File: src/multi_pin_consts.svh
/*
 * Constants for the multifunction pin router: synchroniser layout and
 * the index of each bit in the synchronised input vector.
 * Assumes it is included by bare name from the router module.
 */
`ifndef MULTI_PIN_CONSTS_SVH
`define MULTI_PIN_CONSTS_SVH

// ----------------------------------------------------------------------
// pin counts and synchroniser depth
// ----------------------------------------------------------------------
`define MP_NUM_PINS 7
`define MP_NUM_GEN 5
`define MP_SYNC_STAGES 3

// ----------------------------------------------------------------------
// bit positions in the synchronised input vector
// ----------------------------------------------------------------------
`define MP_SYNC_WIDTH 14
`define MP_SYNC_PIN_LSB 0
`define MP_SYNC_GLOBAL_RESET 7
`define MP_SYNC_BUS_RESET 8
`define MP_SYNC_SUSPEND 9
`define MP_SYNC_DETECT_A 10
`define MP_SYNC_DETECT_B 11
`define MP_SYNC_SPEAKER 12
`define MP_SYNC_AUDIO 13

// ----------------------------------------------------------------------
// pins claimed by the serial EEPROM loader, and the serial IRQ and clock-run pins
// ----------------------------------------------------------------------
`define MP_SDA_PIN 1
`define MP_SCL_PIN 4
`define MP_SERIRQ_PIN 3
`define MP_CLKRUN_PIN 6

`endif

File: src/multi_pin_pkg.sv
/*
 * Types shared by the multifunction pin router.
 * Assumes nothing beyond a SystemVerilog compiler.
 */
package multi_pin_pkg;

    // function carried by one multifunction pin
    typedef enum logic [3:0] {
        FN_PAR_IRQ,
        FN_INTA,
        FN_GEN_IN,
        FN_GEN_OUT,
        FN_ACTIVITY,
        FN_VIDEO,
        FN_AUDIO_PWM,
        FN_GPE,
        FN_POWER_STATE,
        FN_RING,
        FN_LOCK,
        FN_SERIRQ,
        FN_CLKRUN
    } mux_fn_t;

    typedef mux_fn_t [6:0] pin_sel_t;

    // routing configuration written by software
    typedef struct packed {
        logic pme_select;
        pin_sel_t sel;
    } route_cfg_t;

    // internal function sources that may reach a pin
    typedef struct packed {
        logic inta;
        logic [4:0] gen_out;
        logic activity;
        logic video;
        logic audio_pwm;
        logic general_purpose_event;
        logic power_state;
        logic ring;
        logic [6:0] par_irq;
        logic serirq_out;
        logic serirq_oe;
        logic clkrun_out;
        logic clkrun_oe;
    } fn_src_t;

endpackage : multi_pin_pkg

File: src/multi_pin_router.sv
/*
 * Multifunction pin router: steers seven two-way pins to internal
 * functions, lends two of them to the serial EEPROM loader after a
 * global reset, combines card audio into the speaker output and drives
 * the ring-indicate / power-event pin.
 * Assumes pins arrive asynchronously and that the loader, interrupt and
 * clock-run logic sit on i_clk_sys.
 */
`timescale 1ns/10ps
`include "multi_pin_consts.svh"

module multi_pin_router (
    // clock and reset
    input wire logic i_clk_sys,
    input wire logic i_reset,
    // external reset, suspend and detect pins
    input wire logic i_global_reset,
    input wire logic i_bus_reset,
    input wire logic i_suspend,
    input wire logic i_serial_detect_a,
    input wire logic i_serial_detect_b,
    // routing configuration
    input wire logic i_route_wr,
    input wire multi_pin_pkg::route_cfg_t i_route_data,
    output multi_pin_pkg::route_cfg_t o_route_cfg,
    // internal function sources
    input wire multi_pin_pkg::fn_src_t i_src,
    // internal function results
    output logic [4:0] o_general_input,
    output logic o_pci_lock,
    output logic o_serirq_in,
    output logic o_clkrun_in,
    // EEPROM loader
    input wire logic i_load_done,
    input wire logic i_sda_drive_low,
    input wire logic i_scl_drive_low,
    input wire logic i_pme,
    output logic o_eeprom_mode,
    output logic o_sda_in,
    output logic o_scl_in,
    // multifunction pins
    input wire logic [6:0] i_pin,
    output logic [6:0] o_pin,
    output logic [6:0] o_pin_oe,
    // card audio and miscellaneous outputs
    input wire logic i_card_speaker_input,
    input wire logic i_card_audio_input,
    output logic o_speaker_output,
    output logic o_ring_pme
);

    // ------------------------------------------------------------------
    // input synchronisers
    // ------------------------------------------------------------------
    logic [`MP_SYNC_WIDTH-1:0] raw_in;
    logic [`MP_SYNC_WIDTH-1:0] sync_1;
    logic [`MP_SYNC_WIDTH-1:0] sync_2;
    logic [`MP_SYNC_WIDTH-1:0] sync_3;
    logic [`MP_SYNC_WIDTH-1:0] filt;

    assign raw_in = {i_card_audio_input, i_card_speaker_input, i_serial_detect_b,
                     i_serial_detect_a, i_suspend, i_bus_reset, i_global_reset, i_pin};

    // a change only counts once stages two and three agree
    genvar s;
    generate
        for (s = 0; s < `MP_SYNC_WIDTH; s++)
        begin : g_sync
            always_ff @(posedge i_clk_sys or posedge i_reset)
            begin
                if (i_reset)
                begin
                    sync_1[s] <= 1'b0;
                    sync_2[s] <= 1'b0;
                    sync_3[s] <= 1'b0;
                    filt[s] <= 1'b0;
                end
                else
                begin
                    sync_1[s] <= raw_in[s];
                    sync_2[s] <= sync_1[s];
                    sync_3[s] <= sync_2[s];
                    if (sync_2[s] == sync_3[s])
                        filt[s] <= sync_3[s];
                end
            end
        end
    endgenerate

    logic [6:0] pin_in;
    logic global_rst;
    logic bus_rst;
    logic suspend;
    logic global_rst_q;

    assign pin_in = filt[`MP_SYNC_PIN_LSB +: `MP_NUM_PINS];
    assign global_rst = filt[`MP_SYNC_GLOBAL_RESET];
    assign bus_rst = filt[`MP_SYNC_BUS_RESET];
    assign suspend = filt[`MP_SYNC_SUSPEND];

    // ------------------------------------------------------------------
    // routing register
    // ------------------------------------------------------------------
    localparam multi_pin_pkg::pin_sel_t SEL_DEFAULT = multi_pin_pkg::pin_sel_t'({
        multi_pin_pkg::FN_CLKRUN, multi_pin_pkg::FN_GEN_IN, multi_pin_pkg::FN_GEN_IN,
        multi_pin_pkg::FN_SERIRQ, multi_pin_pkg::FN_GEN_IN, multi_pin_pkg::FN_GEN_IN,
        multi_pin_pkg::FN_GEN_IN});

    logic pin_reset;

    assign pin_reset = (global_rst || bus_rst) && !suspend;

    always_ff @(posedge i_clk_sys or posedge i_reset)
    begin
        if (i_reset)
        begin
            o_route_cfg.sel <= SEL_DEFAULT;
            o_route_cfg.pme_select <= 1'b0;
        end
        else if (pin_reset)
        begin
            o_route_cfg.sel <= SEL_DEFAULT;
            o_route_cfg.pme_select <= 1'b0;
        end
        else if (i_route_wr)
        begin
            o_route_cfg <= i_route_data;
        end
    end

    // ------------------------------------------------------------------
    // serial EEPROM claim after global reset
    // ------------------------------------------------------------------
    always_ff @(posedge i_clk_sys or posedge i_reset)
    begin
        if (i_reset)
            global_rst_q <= 1'b0;
        else
            global_rst_q <= global_rst;
    end

    // the capture wins over a loader finish arriving in the same cycle
    always_ff @(posedge i_clk_sys or posedge i_reset)
    begin
        if (i_reset)
            o_eeprom_mode <= 1'b0;
        else if (global_rst_q && !global_rst)
            o_eeprom_mode <= filt[`MP_SYNC_DETECT_A] && filt[`MP_SYNC_DETECT_B];
        else if (i_load_done)
            o_eeprom_mode <= 1'b0;
    end

    // ------------------------------------------------------------------
    // per-pin legality and drive
    // ------------------------------------------------------------------
    // pins 0,1,2,4,5 carry general lines 0..4; pins 3 and 6 carry none
    function automatic logic [2:0] gen_index(input int pin);
        gen_index = (pin > 3) ? 3'(pin - 1) : 3'(pin);
    endfunction : gen_index

    function automatic logic fn_legal(input int pin, input multi_pin_pkg::mux_fn_t f);
        fn_legal = 1'b0;
        unique case (f)
            multi_pin_pkg::FN_PAR_IRQ: fn_legal = 1'b1;
            multi_pin_pkg::FN_INTA: fn_legal = (pin == 0);
            multi_pin_pkg::FN_SERIRQ: fn_legal = (pin == `MP_SERIRQ_PIN);
            multi_pin_pkg::FN_CLKRUN: fn_legal = (pin == `MP_CLKRUN_PIN);
            multi_pin_pkg::FN_LOCK: fn_legal = (pin == 4);
            multi_pin_pkg::FN_RING: fn_legal = (pin == 2) || (pin == 4);
            multi_pin_pkg::FN_POWER_STATE: fn_legal = (pin == 1) || (pin == 2) ||
                                                    (pin == 4) || (pin == 5);
            multi_pin_pkg::FN_GEN_IN, multi_pin_pkg::FN_GEN_OUT,
            multi_pin_pkg::FN_ACTIVITY, multi_pin_pkg::FN_VIDEO,
            multi_pin_pkg::FN_AUDIO_PWM, multi_pin_pkg::FN_GPE:
                fn_legal = (pin != `MP_SERIRQ_PIN) && (pin != `MP_CLKRUN_PIN);
            default: fn_legal = 1'b0;
        endcase
    endfunction : fn_legal

    logic [4:0] gen_in_hit;

    genvar p;
    generate
        for (p = 0; p < `MP_NUM_PINS; p++)
        begin : g_pin
            logic next_out;
            logic next_oe;
            multi_pin_pkg::mux_fn_t f;
            logic eeprom_pin;

            assign f = o_route_cfg.sel[p];
            assign eeprom_pin = o_eeprom_mode &&
                                ((p == `MP_SDA_PIN) || (p == `MP_SCL_PIN));

            always_comb
            begin
                next_out = 1'b0;
                next_oe = 1'b0;
                if (eeprom_pin)
                begin
                    // open drain: only ever pulls low
                    next_oe = (p == `MP_SDA_PIN) ? i_sda_drive_low : i_scl_drive_low;
                end
                else if (fn_legal(p, f))
                begin
                    unique case (f)
                        multi_pin_pkg::FN_PAR_IRQ:
                        begin
                            next_out = i_src.par_irq[p];
                            next_oe = 1'b1;
                        end
                        multi_pin_pkg::FN_INTA: next_oe = i_src.inta;
                        multi_pin_pkg::FN_GEN_OUT:
                        begin
                            next_out = i_src.gen_out[gen_index(p)];
                            next_oe = 1'b1;
                        end
                        multi_pin_pkg::FN_ACTIVITY: {next_oe, next_out} = {1'b1, i_src.activity};
                        multi_pin_pkg::FN_VIDEO: {next_oe, next_out} = {1'b1, i_src.video};
                        multi_pin_pkg::FN_AUDIO_PWM: {next_oe, next_out} = {1'b1, i_src.audio_pwm};
                        multi_pin_pkg::FN_GPE: {next_oe, next_out} = {1'b1, i_src.general_purpose_event};
                        multi_pin_pkg::FN_POWER_STATE:
                            {next_oe, next_out} = {1'b1, i_src.power_state};
                        multi_pin_pkg::FN_RING: {next_oe, next_out} = {1'b1, i_src.ring};
                        multi_pin_pkg::FN_SERIRQ:
                            {next_oe, next_out} = {i_src.serirq_oe, i_src.serirq_out};
                        multi_pin_pkg::FN_CLKRUN:
                            {next_oe, next_out} = {i_src.clkrun_oe, i_src.clkrun_out};
                        default:
                        begin
                            next_out = 1'b0;
                            next_oe = 1'b0;
                        end
                    endcase
                end
            end

            always_ff @(posedge i_clk_sys or posedge i_reset)
            begin
                if (i_reset)
                begin
                    o_pin[p] <= 1'b0;
                    o_pin_oe[p] <= 1'b0;
                end
                else
                begin
                    o_pin[p] <= next_out;
                    o_pin_oe[p] <= next_oe;
                end
            end

            if (p != `MP_SERIRQ_PIN && p != `MP_CLKRUN_PIN)
            begin : g_gen
                assign gen_in_hit[gen_index(p)] = !eeprom_pin &&
                    (f == multi_pin_pkg::FN_GEN_IN);
            end
        end
    endgenerate

    // ------------------------------------------------------------------
    // inputs returned from the pins
    // ------------------------------------------------------------------
    always_ff @(posedge i_clk_sys or posedge i_reset)
    begin
        if (i_reset)
        begin
            o_general_input <= 5'h00;
            o_pci_lock <= 1'b1;
            o_serirq_in <= 1'b1;
            o_clkrun_in <= 1'b1;
            o_sda_in <= 1'b1;
            o_scl_in <= 1'b1;
        end
        else
        begin
            o_general_input <= gen_in_hit & {pin_in[5:4], pin_in[2:0]};
            o_pci_lock <= (o_route_cfg.sel[4] == multi_pin_pkg::FN_LOCK && !o_eeprom_mode)
                          ? pin_in[4] : 1'b1;
            o_serirq_in <= (o_route_cfg.sel[3] == multi_pin_pkg::FN_SERIRQ) ? pin_in[3] : 1'b1;
            o_clkrun_in <= (o_route_cfg.sel[6] == multi_pin_pkg::FN_CLKRUN) ? pin_in[6] : 1'b1;
            o_sda_in <= o_eeprom_mode ? pin_in[`MP_SDA_PIN] : 1'b1;
            o_scl_in <= o_eeprom_mode ? pin_in[`MP_SCL_PIN] : 1'b1;
        end
    end

    // ------------------------------------------------------------------
    // speaker and ring / power-event outputs
    // ------------------------------------------------------------------
    always_ff @(posedge i_clk_sys or posedge i_reset)
    begin
        if (i_reset)
        begin
            o_speaker_output <= 1'b0;
            o_ring_pme <= 1'b0;
        end
        else
        begin
            o_speaker_output <= filt[`MP_SYNC_SPEAKER] ^ filt[`MP_SYNC_AUDIO];
            o_ring_pme <= o_route_cfg.pme_select ? i_pme : i_src.ring;
        end
    end

    // ------------------------------------------------------------------
    // assertions
    // ------------------------------------------------------------------
    property p_speaker_xor;
        @(posedge i_clk_sys) disable iff (i_reset)
        ##1 o_speaker_output == $past(filt[`MP_SYNC_SPEAKER] ^ filt[`MP_SYNC_AUDIO]);
    endproperty
    a_speaker_xor: assert property (p_speaker_xor) else $error("speaker not xor");

    property p_suspend_keeps;
        @(posedge i_clk_sys) disable iff (i_reset)
        (suspend && !i_route_wr) |=> $stable(o_route_cfg);
    endproperty
    a_suspend_keeps: assert property (p_suspend_keeps) else $error("cfg lost in suspend");

    property p_reset_clears;
        @(posedge i_clk_sys) disable iff (i_reset)
        pin_reset |=> o_route_cfg.sel == SEL_DEFAULT;
    endproperty
    a_reset_clears: assert property (p_reset_clears) else $error("cfg not reset");

    property p_write_takes;
        @(posedge i_clk_sys) disable iff (i_reset)
        (i_route_wr && !pin_reset) |=> o_route_cfg == $past(i_route_data);
    endproperty
    a_write_takes: assert property (p_write_takes) else $error("write lost");

    property p_sda_claim;
        @(posedge i_clk_sys) disable iff (i_reset)
        o_eeprom_mode ##1 o_eeprom_mode |-> o_pin[`MP_SDA_PIN] == 1'b0 &&
            o_pin_oe[`MP_SDA_PIN] == $past(i_sda_drive_low);
    endproperty
    a_sda_claim: assert property (p_sda_claim) else $error("sda not claimed");

    property p_scl_claim;
        @(posedge i_clk_sys) disable iff (i_reset)
        o_eeprom_mode ##1 o_eeprom_mode |-> o_pin[`MP_SCL_PIN] == 1'b0 &&
            o_pin_oe[`MP_SCL_PIN] == $past(i_scl_drive_low);
    endproperty
    a_scl_claim: assert property (p_scl_claim) else $error("scl not claimed");

    property p_detect_capture;
        @(posedge i_clk_sys) disable iff (i_reset)
        (global_rst_q && !global_rst) |=>
            o_eeprom_mode == $past(filt[`MP_SYNC_DETECT_A] && filt[`MP_SYNC_DETECT_B]);
    endproperty
    a_detect_capture: assert property (p_detect_capture) else $error("detect miss");

    property p_pin6_only;
        @(posedge i_clk_sys) disable iff (i_reset)
        (o_route_cfg.sel[6] inside {multi_pin_pkg::FN_GEN_OUT, multi_pin_pkg::FN_GPE})
            |=> !o_pin_oe[6];
    endproperty
    a_pin6_only: assert property (p_pin6_only) else $error("pin 6 illegal drive");

    property p_ring_pme;
        @(posedge i_clk_sys) disable iff (i_reset)
        ##1 o_ring_pme == ($past(o_route_cfg.pme_select) ? $past(i_pme) : $past(i_src.ring));
    endproperty
    a_ring_pme: assert property (p_ring_pme) else $error("ring/pme wrong");

    property p_inta_drive;
        @(posedge i_clk_sys) disable iff (i_reset)
        (o_route_cfg.sel[0] == multi_pin_pkg::FN_INTA && !o_eeprom_mode)
            |=> o_pin[0] == 1'b0 && o_pin_oe[0] == $past(i_src.inta);
    endproperty
    a_inta_drive: assert property (p_inta_drive) else $error("inta drive wrong");

endmodule : multi_pin_router

File: config.mk
export PLATFORM = sky130hd
export DESIGN_NAME = multi_pin_router
export DESIGN_NICKNAME = d
export VERILOG_FILES = /design/src/multi_pin_pkg.sv /design/src/multi_pin_router.sv
export VERILOG_INCLUDE_DIRS = /design/src
export SDC_FILE = /design/constraint.sdc
export NUM_CORES = 1
export LEC_CHECK = 0
export ABC_CLOCK_PERIOD_IN_PS = 12010
export BUFFER_PORTS_ARGS = -buffer_cell sky130_fd_sc_hd__buf_2
export CORE_MARGIN = 1
export CORE_UTILIZATION = 23
export DETAILED_ROUTE_END_ITERATION = 10
export SETUP_SLACK_MARGIN = 0.15
export SLEW_MARGIN = 25
export SYNTH_ARGS = -nofsm -noshare
export SYNTH_HDL_FRONTEND = slang
export SYNTH_SLANG_ARGS = --single-unit
File: constraint.sdc
create_clock -name i_clk_sys -period 12.01 [get_ports i_clk_sys]
set_clock_uncertainty 0.05 [all_clocks]
set_input_delay 2.402 -clock i_clk_sys [delete_from_list [all_inputs] [get_ports i_clk_sys]]
set_output_delay 2.402 -clock i_clk_sys [all_outputs]
set_load 0.05 [all_outputs]
# ---- Word-level counts from Yosys, hierarchy flattened
# Memory sizes are Yosys's and may differ from the RTL's.
# Cells that the tools add are included.
dict set report totals {
  regBits 113
  memories 7
  in_bits 73
  out_inout_bits 56
  rom_bits 112
}
# name words width read_ports rd_ports_with_merged_regs wr line_no
set memory_table {}
lappend memory_table {{(name not given)} 16 1 1 0 0 multi_pin_router.sv:163} ;# unique case (f)
lappend memory_table {{(name not given)} 16 1 1 0 0 multi_pin_router.sv:163}
lappend memory_table {{(name not given)} 16 1 1 0 0 multi_pin_router.sv:163}
lappend memory_table {{(name not given)} 16 1 1 0 0 multi_pin_router.sv:163}
lappend memory_table {{(name not given)} 16 1 1 0 0 multi_pin_router.sv:163}
lappend memory_table {{(name not given)} 16 1 1 0 0 multi_pin_router.sv:163}
lappend memory_table {{1 more memories} n/a n/a n/a n/a n/a n/a}
dict set report classes {
  bitwise 2
  eq_ne 90
  n_reduce_logical 26
  mux 44
}
# op count
set ops {}
lappend ops {{$eq 4x4->1 const B} 29}
lappend ops {{$eq 4x3->1 const B} 28}
lappend ops {{$pmux 1 s10} 7}
lappend ops {{$mux 29} 2}
lappend ops {{$reduce_or 8->1} 7}
lappend ops {{$eq 4x2->1 const B} 12}
lappend ops {{$eq 4x1->1 const B} 7}
lappend ops {{$logic_not 4->1} 7}
lappend ops {{$mux 1} 28}
lappend ops {{$pmux 1 s4} 7}
lappend ops {{$eq 1x1->1} 14}
lappend ops {{$logic_and 1x1->1} 6}
lappend ops {{$and 5x5->5} 1}
lappend ops {{$reduce_bool 2->1} 2}
lappend ops {{$logic_not 1->1} 3}
lappend ops {{$logic_or 1x1->1} 1}
lappend ops {{$xor 1x1->1} 1}

# ---- Longest topological paths before layout
# Gate-level depths: netlist (run 1).
dict set report logic_depth {
  depth_word 5
  ltp_mapped 5
  ltp_nobuf 4
}

# ---- Least setup slack after synthesis (run 1)
# No wires, ideal clock.
dict set report synth_path {
  kind {in2reg}
  start {input port i_route_wr}
  end {register o_route_cfg, in the netlist g_pin[0].f[1]}
  setup_ns 0.090
  cell_stages 4
  required_ns 11.870
  path_buffers 2
  path_slack_ns 8.686
  arrival_ns 3.184
  path_cell_list {buf_2 -> buf_2 -> mux2i_1 -> nand2_1}
}
dict set report synth_via {
  elab_chain_cells 1
}
# element line_no
set synth_rtl {}
lappend synth_rtl {{from (decl)} multi_pin_router.sv:23} ;# input wire logic i_route_wr,
lappend synth_rtl {{$reduce_bool 2->1 (no source line)} n/a}
lappend synth_rtl {{to (signal assigned)} multi_pin_router.sv:127} ;# o_route_cfg <= i_route_data;
lappend synth_rtl {{to (decl)} multi_pin_router.sv:25} ;# output multi_pin_pkg::route_cfg_t o_route_cfg,
# Every way passes these cells.
# A chain may end at the register's enable or synchronous reset.

# ---- Worst setup path in the final report (run 1)
dict set report layout_path {
  start {register o_route_cfg, in the netlist g_pin[1].f[1]}
  end {output port o_route_cfg[5] (netlist bit)}
}
# No word-level cell between the ends.

==> run metrics, run 1 <==
CP max-delay cell=dfstp_2; Vias/cell=4.32; Hold Crit Class=flip-flop to flip-flop; ys flop type=dfrtp_1; Synth area leaders=dfrtp_1 57%, dfstp_2 9.1%, mux2i_1 8.6%, maj3_1 3.2%, nor2_1 2.8%; CORE AREA=18,200 um^2; Max FO, Critical Path=12; register area=2850 um^2; leakage power figure=roughly 2.7 nW; die area=between 15,000 and 20,000 um^2; share of cells above drive strength 1=39.5%; cts bufs inserted=17; Worst setup EP type=primary output; Slew headroom=35.9%; Resize count post-CTS=0; Die Span Y=~140 um; highest clock rate=0.261 GHz; pwr/cell area=203 nW/um^2; drt pass-1 iters=7; WP buf/inv=1; crit path launch type=flip-flop; fin cells=696; cell chain of the critical path=buf_2; clock-pin slew on the worst setup and hold paths=about 50 ps; CTS HTree Levels=4; count of final hold-check violations=0; quantity of hold-fixing buffers added after cts=0; largest net degree at the start of global routing=slightly below 70; Yosys warning count=0; antenna viol nets, final=0; DP Area=between 5000 and 6000 um^2; Mapped Cells=around 320; mean routed wirelength per cell=between 15 and 20 um; max cap viols=0; EDFF count, synth=0; Mapped Area=4320 um^2; IO Count=between 100 and 150; post-synthesis sequential area ratio=65.9%; multi-input logic area=1360 um^2; WP data arrival=1380 ps; Site Rows=between 40 and 50; Async S/R FF share, synth=100%; Fin Setup TNS=0 ps; Post-synth top cells=98 x dfrtp_1, 37 x mux2i_1, 32 x nor2_1, 20 x nand2_1, 15 x dfstp_2; Final #Nets=526; first-pass GRT wire length=between 15,000 and 20,000 um; Synth area leader=dfrtp_1; maximum clock insertion buffer count=2; Die X=139 um; worst path required time=9560 ps; Mapped Nets=395; clock latency on the worst-skew pair=between 400 and 500 ps; postcts setup bufs=0; Largest stage delay, worst path=around 660 ps; Cells after DPL=roughly 660; DRT iter0 DRCs=131; synth-to-layout area growth=33.6%; Fillers=1,818; initial antenna violation count=2; R2R setup slack=10,370 ps; Avg Inst Size Synth=13.4 um^2; root buffer cell=clkbuf_16; status=complete, but fails checks; total routed wirelength=between 10,000 and 15,000 um; fin crit period=3830 ps; worst vdd ir=0.0962 mV; routed vias=3,007; DRC Markers=7; I/O Buffers=128; post-synth cell types=between 40 and 50; final setup fails=0; Yosys reg bits=around 110; post-synth top area share=56.8%; count leader, synth=dfrtp_1; starting density of the core=23.7%; vias in the first global route=3,182; GP Congestion=about 0.75; kind of critical path=flip-flop to primary output; Post-DP HPWL=7840 um; Slew @ Worst Pin=between 900 and 1000 ps; setup repair after global routing missed its margin=false; CTS tree=done; fraction of the cycle the final worst path needs=a little under a third; design area=5770 um^2; violations in the final reports=DRC; fin util=between 30% and 40%; kind of cell adding the most delay to the critical path=flip-flops; grt total ovfl=0; clock sink total=113; Pins Over Slew Limit=0; All-Layer GR Usage=about an eighth
## registers in the layout, indices dropped and copies added (netlist names)
| register | count |
|---|---|
| g_pin.f | 28 |
| sync_1 | 14 |
| sync_2 | 14 |
| sync_3 | 14 |
| filt | 11 |
| o_pin | 7 |
| o_pin_oe | 7 |
| o_general_input | 5 |
| bus_rst | 1 |
| global_rst | 1 |
| global_rst_q | 1 |
| o_clkrun_in | 1 |
| o_eeprom_mode | 1 |
| o_pci_lock | 1 |
| o_ring_pme | 1 |
| o_route_cfg | 1 |
| o_scl_in | 1 |
| o_sda_in | 1 |
| o_serirq_in | 1 |
| o_speaker_output | 1 |
| suspend | 1 |
## power breakdown
group | internal (W) | switching [W] | total, W
Sequential | 0.000422 | 0.0000337 | 0.000455
Clock | 0.000338 | 0.000175 | 0.000513
Combinational | 0.0000593 | 0.000142 | 0.000202
## path summary, 6_finish.rpt
check                              startpoint             end  depth (start not counted)
worst min register to register      sync_1[0]       sync_2[0]                          0
worst min-delay path                sync_1[0]       sync_2[0]                          0
worst max register to register  g_pin[1].f[1]        o_pin[1]                          4
min in group asynchronous             i_reset       sync_1[7]                          2
worst max-delay path            g_pin[1].f[1]  o_route_cfg[5]                          1
max in group asynchronous             i_reset       sync_2[5]                          3
## layout by cell type (no fill, tap or decap), drive strengths merged, types with 4 or more instances in the layout
master	instances
a21oi	11
buf	129
clkbuf	20
clkinv	4
dfrtp	98
dfstp	15
inv	7
maj3	14
mux2	4
mux2i	37
nand2	20
nand2b	4
nor2	33
nor2b	4
nor3	6
o21ai	6
or3	4
## worst reg2reg max path, stage by stage (launching register included)
cell      delay, ps
dfstp_2         660
mux2_1          350
a21oi_1         150
o211ai_1        100
o211a_1         220
## kinds of logic (layout without fill, tap and decap cells)
family          count (synthesis)  after routing  synth area share [%]
buf+inv                        21            165                  2.84
flops                         113            113                  65.9
simple gates                   93             93                  11.1
other cells                     0              1                     0
xor+xnor                        1              1                 0.203
fa+ha+maj                      14             14                  3.25
compound gates                 36             36                  5.51
mux                            44             44                  11.2
## metrics by stage
stage	hold slack, ps	power, W	setup WS [ps]
after global routing	306	0.00122	8130
after detailed placement	285	0.000666	8120
after CTS	298	0.00119	8170
final	295	0.00117	8180
after global placement	281	0.000661	8190
after floorplan	281	0.000606	6600
## final cells by class
| class | count | share of cell area [%] |
|---|---|---|
| sequential | 113 | 49.3 |
| multi-input combinational | 188 | 23.5 |
| timing repair buffer | 129 | 11.2 |
| clock buffer | 20 | 7.92 |
| tap | 229 | 4.97 |
| clock inverter | 12 | 2.69 |
| inverter | 4 | 0.304 |
| antenna | 1 | 0.0434 |
## routing by layer
| layer | vias up | wire length, um | share of wire (%) | global-route usage (%) |
|---|---|---|---|---|
| met4 | 0 | 167 | 1.5 | 5.73 |
| met3 | 14 | 660 | 6.1 | 4.18 |
| li1 | 1401 | - | - | - |
| met2 | 99 | 5190 | 48 | 19.1 |
| met5 | - | 0 | 0 | 0 |
| met1 | 1493 | 4780 | 44 | 15.2 |
Power figures use the tool's default switching activity.
==> run 2, diff against run 1 <==
--- a/config.mk
+++ b/config.mk
@@ -6,7 +6,7 @@
 export SDC_FILE = /design/constraint.sdc
 export NUM_CORES = 1
 export LEC_CHECK = 0
-export ABC_CLOCK_PERIOD_IN_PS = 12010
+export ABC_CLOCK_PERIOD_IN_PS = 3400
 export BUFFER_PORTS_ARGS = -buffer_cell sky130_fd_sc_hd__buf_2
 export CORE_MARGIN = 1
 export CORE_UTILIZATION = 23
==> constraint.sdc (replaced) <==
create_clock -name i_clk_sys -period 3.4 [get_ports i_clk_sys]
set_clock_uncertainty 0.05 [all_clocks]
set_input_delay 0.68 -clock i_clk_sys [delete_from_list [all_inputs] [get_ports i_clk_sys]]
set_output_delay 0.68 -clock i_clk_sys [all_outputs]
set_load 0.05 [all_outputs]
==> run 2 against run 1 <==
  * The flow still finishes with violations (DRC)
  * Die area unchanged
  * Core utilization increased by 0.32 points
  * Sequential share of layout area decreased by 0.50 points
  * Final cell count unchanged
  * Worst hold slack got worse by 22 ps
  * Flip-flop and latch count unchanged
  * Critical path depth unchanged
  * Sequential power increased to 3.5 times the previous value
  * Design area increased by 1.0%
  * Non-clock buffer count increased by 1
  * Largest power group unchanged
==> run metrics, run 2 (same netlist as run 1, synthesis figures left out) <==
status=complete, but fails checks; violations in the final reports=DRC; crit path launch type=flip-flop; Slew headroom=about 35%; highest clock rate=0.472 GHz; largest net degree at the start of global routing=59; commonest non-fill, non-tap cell in the layout=buf_2; crit path launch=g_pin[1].f[1]; leakage power figure=2.76 nW; Reg2Reg Capture Point=o_pin[1]; mean routed wirelength per cell=about 16 um; total routed wirelength=10,800 um; Die X=approximately 140 um; max cap viols=0; fin util=32.0%; Post-DP HPWL=7800 um; GP Congestion=~0.75; worst vdd ir=between 0.3 and 0.4 mV; Hold Crit Class=primary input to asynchronous set/reset pin; setup repair after global routing missed its margin=false; initial antenna violation count=1; clock latency on the worst-skew pair=410 ps; Critical R2R Launch=g_pin[1].f[1]; quantity of hold-fixing buffers added after cts=0; Max FO, Critical Path=12; Die Span Y=139 um; cts bufs inserted=17; All-Layer GR Usage=12.1%; grt total ovfl=0; maximum clock insertion buffer count=2; worst path required time=2670 ps; clock sink total=113; Fin Setup TNS=0 ps; Power Internal=0.00302 W; antenna viol nets, final=0; R2R setup slack=1760 ps; routed vias=3,005; Vias/cell=4.32; switching share of power=29.4%; DRC Markers=7; postcts setup bufs=0; synth-to-layout area growth=35.0%; vias in the first global route=about 3,200; # diodes=0; Psw=0.00126 W; Comb pwr share=roughly 17%; IO Count=129; first-pass GRT wire length=17,400 um; fin crit period=2120 ps; CTS HTree Levels=4; max reg flops=28; Clk pwr share=a little under half; drt pass-1 iters=8; kind of cell adding the most delay to the critical path=flip-flops; root buffer cell=clkbuf_16; count of final hold-check violations=0; Slew @ Worst Pin=968 ps; CTS tree=done; Site Rows=49; Pins Over Slew Limit=0; DRT iter0 DRCs=72; most frequent cells in the layout=128 x buf_2, 98 x dfrtp_1, 37 x mux2i_1, 31 x nor2_1, 20 x nand2_1; share of cells above drive strength 1=39.6%; cell chain of the critical path=buf_2; Largest stage delay, worst path=670 ps; CORE AREA=between 15,000 and 20,000 um^2; clock-pin slew on the worst setup and hold paths=60 ps; Sequential Power Share=37.6%; kind of critical path=flip-flop to primary output; CP max-delay cell=dfstp_2; Resize count post-CTS=0; r2r worst-path depth=4; die area=slightly below 20,000 um^2; fraction of the cycle the final worst path needs=62.3%; WP data arrival=1390 ps; I/O Buffers=128; total power=around 0.0043 W; WP buf/inv=1; pwr/cell area=734 nW/um^2; Worst setup EP type=primary output; starting density of the core=between 20% and 30%; Final #Nets=527; final setup fails=0
==> run 2: final cells by class <==
class / count / area, um^2
tap: 229 / 287
timing repair buffer: 130 / 668
clock buffer: 19 / 443
inverter: 4 / 18.8
clock inverter: 13 / 209
sequential: 113 / 2850
multi-input combinational: 188 / 1360
fill: 1822 / 12400
==> run 2: layer usage <==
layer  up-vias  GRT usage (%)  routed length (um)
met1      1485           14.7                4840
met4         2           5.67                 196
li1       1398              -                   -
met2       101           19.0                5110
met3        19           4.52                 670
met5         -              0                  17
==> run 2: worst max-delay path by stage <==
stage / depth (start not counted) / slack (ps) / endpoint
detailed placement: 3 / 1400 / g_pin[6].f[0]
CTS: 1 / 1270 / o_route_cfg[5]
floorplan: 1 / 1310 / bus_rst
finish: 1 / 1280 / o_route_cfg[5]
global placement: 3 / 1440 / g_pin[3].f[2]
global route: 1 / 1220 / o_route_cfg[5]
==> run 2: per-stage QoR <==
| step | setup slack [ps] | hold WS, ps | instance area [um^2] | instances |
|---|---|---|---|---|
| after CTS | 1270 | 272 | 5820 | 696 |
| final | 1280 | 272 | 5830 | 696 |
| after detailed placement | 1400 | 285 | 5170 | 664 |
| after global placement | 1440 | 283 | 5170 | 664 |
| after floorplan | 1310 | 281 | 4320 | 322 |
| after global routing | 1220 | 300 | 5830 | 696 |
==> run 2: power groups by stage <==
stage / clock [W] / combinational [W] / sequential [W]
CTS: 0.00201 / 0.000726 / 0.00161
global route: 0.00208 / 0.000766 / 0.00163
finish: 0.00196 / 0.000713 / 0.00161
global placement: 0 / 0.000714 / 0.00162
floorplan: 0 / 0.000256 / 0.00189
detailed placement: 0 / 0.000725 / 0.00163
==> run 3, diff against run 2 <==
--- a/config.mk
+++ b/config.mk
@@ -6,7 +6,7 @@
 export SDC_FILE = /design/constraint.sdc
 export NUM_CORES = 1
 export LEC_CHECK = 0
-export ABC_CLOCK_PERIOD_IN_PS = 3400
+export ABC_CLOCK_PERIOD_IN_PS = 2100
 export BUFFER_PORTS_ARGS = -buffer_cell sky130_fd_sc_hd__buf_2
 export CORE_MARGIN = 1
 export CORE_UTILIZATION = 23
==> constraint.sdc (replaced) <==
create_clock -name i_clk_sys -period 2.1 [get_ports i_clk_sys]
set_clock_uncertainty 0.05 [all_clocks]
set_input_delay 0.42 -clock i_clk_sys [delete_from_list [all_inputs] [get_ports i_clk_sys]]
set_output_delay 0.42 -clock i_clk_sys [all_outputs]
set_load 0.05 [all_outputs]
==> run 3 against run 2 <==
  * The run still ends with DRC left
  * Design area barely moved
  * Global-route usage increased by 0.26 points
  * Sequential power is 61% higher
  * Setup slack got worse by 1000 ps
  * Critical path type unchanged
  * Largest cell class unchanged
  * Largest power group unchanged
==> run metrics, run 3 (same netlist as run 1, synthesis figures left out) <==
status=complete, but fails checks; violations in the final reports=DRC; largest net degree at the start of global routing=approximately 110; All-Layer GR Usage=12.3%; most frequent cells in the layout=128 x buf_2, 98 x dfrtp_1, 37 x mux2i_1, 31 x nor2_1, 20 x nand2_1; commonest non-fill, non-tap cell in the layout=buf_2; Slew headroom=between 50% and 60%; Vias/cell=4.29; DRT iter0 DRCs=123; cell chain of the critical path=buf_2; Largest stage delay, worst path=630 ps; max reg flops=28; IO Count=129; CORE AREA=18,200 um^2; WP data arrival=1360 ps; Site Rows=~50; clock latency on the worst-skew pair=400 ps; clock sink total=113; final setup fails=0; pwr/cell area=1180 nW/um^2; # diodes=0; starting density of the core=between 20% and 30%; grt total ovfl=0; crit path launch=g_pin[1].f[1]; initial antenna violation count=2; quantity of hold-fixing buffers added after cts=0; CTS HTree Levels=4; Die X=139 um; Fin Setup TNS=0 ps; drt pass-1 iters=7; fraction of the cycle the final worst path needs=87.0%; DRC Markers=7; synth-to-layout area growth=35.0%; share of cells above drive strength 1=between 30% and 40%; CTS tree=done; kind of critical path=flip-flop to primary output; kind of cell adding the most delay to the critical path=flip-flops; Post-DP HPWL=7700 um; total routed wirelength=11,000 um; setup repair after global routing missed its margin=false; Max FO, Critical Path=12; Worst setup EP type=primary output; antenna viol nets, final=0; Hold Crit Class=primary input to flip-flop; Final #Nets=between 500 and 600; highest clock rate=0.547 GHz; WP buf/inv=1; worst path required time=between 1500 and 2000 ps; I/O Buffers=128; root buffer cell=clkbuf_16; Die Span Y=139 um; count of final hold-check violations=0; first-pass GRT wire length=17,500 um; Critical R2R Launch=g_pin[2].f[0]; routed vias=2,993; total power=0.00688 W; die area=between 15,000 and 20,000 um^2; postcts setup bufs=0; mean routed wirelength per cell=15.8 um; fin crit period=1830 ps; maximum clock insertion buffer count=2; max cap viols=0; leakage power figure=between 2 and 3 nW; Resize count post-CTS=0; CP max-delay cell=dfstp_2; Slew @ Worst Pin=603 ps; GP Congestion=0.707; Pins Over Slew Limit=0; cts bufs inserted=17; crit path launch type=flip-flop; clock-pin slew on the worst setup and hold paths=50 ps; min-delay src=i_card_speaker_input; vias in the first global route=3,110; worst vdd ir=0.575 mV
run 3: cell types whose count changed in the layout (fill, tap and decap cells not counted), sizes merged:
cell / delta
clkinvlp: -2
buf: +1
inv: -1
clkbuf: +3
run 3: worst paths after layout:
path                       slack [ps]  depth (start not counted)              to
max in group asynchronous        1410                          3         filt[5]
setup / recovery                  270                          1  o_route_cfg[5]
hold / removal                     70                          1      sync_1[12]
min in group asynchronous         130                          3       sync_1[7]
setup reg to reg                  490                          4        o_pin[2]
hold reg to reg                   290                          0       sync_2[4]
run 3: layout make-up:
class / instances / area, um^2
clock buffers: 22 / 454
clock inverters: 10 / 185
fillers: 1842 / 12400
inverters: 4 / 18.8
multi-input cells: 188 / 1350
flip-flops and latches: 113 / 2850
well taps: 229 / 287
repair buffers: 131 / 688
run 3: layer usage:
| layer | vias to the layer above | share of wire, % | GRT usage [%] |
|---|---|---|---|
| met5 | - | 0.30 | 0 |
| met4 | 4 | 0.79 | 3.80 |
| met3 | 10 | 7.6 | 5.87 |
| met2 | 112 | 48 | 19.0 |
| met1 | 1472 | 44 | 15.3 |
| li1 | 1395 | - | - |
run 3: metrics by stage:
step | worst slack, ps | hold WS [ps] | cell area, um^2 | utilization [%] | std cells
after floorplan | 271 | 281 | 4320 | - | 322
after global placement | 541 | 283 | 5190 | 28.5 | 665
after detailed placement | 506 | 285 | 5190 | 28.5 | 665
after CTS | 237 | 37.7 | 5830 | 32.0 | 697
after global routing | 190 | 31.1 | 5830 | 32.0 | 697
final | 272 | 68.9 | 5830 | 32.0 | 697
run 3: report_power, final:
part | switching (W) | internal (W) | total [W]
registers | 0.000190 | 0.00241 | 0.00260
logic | 0.000820 | 0.000346 | 0.00117
clock network | 0.000982 | 0.00214 | 0.00312
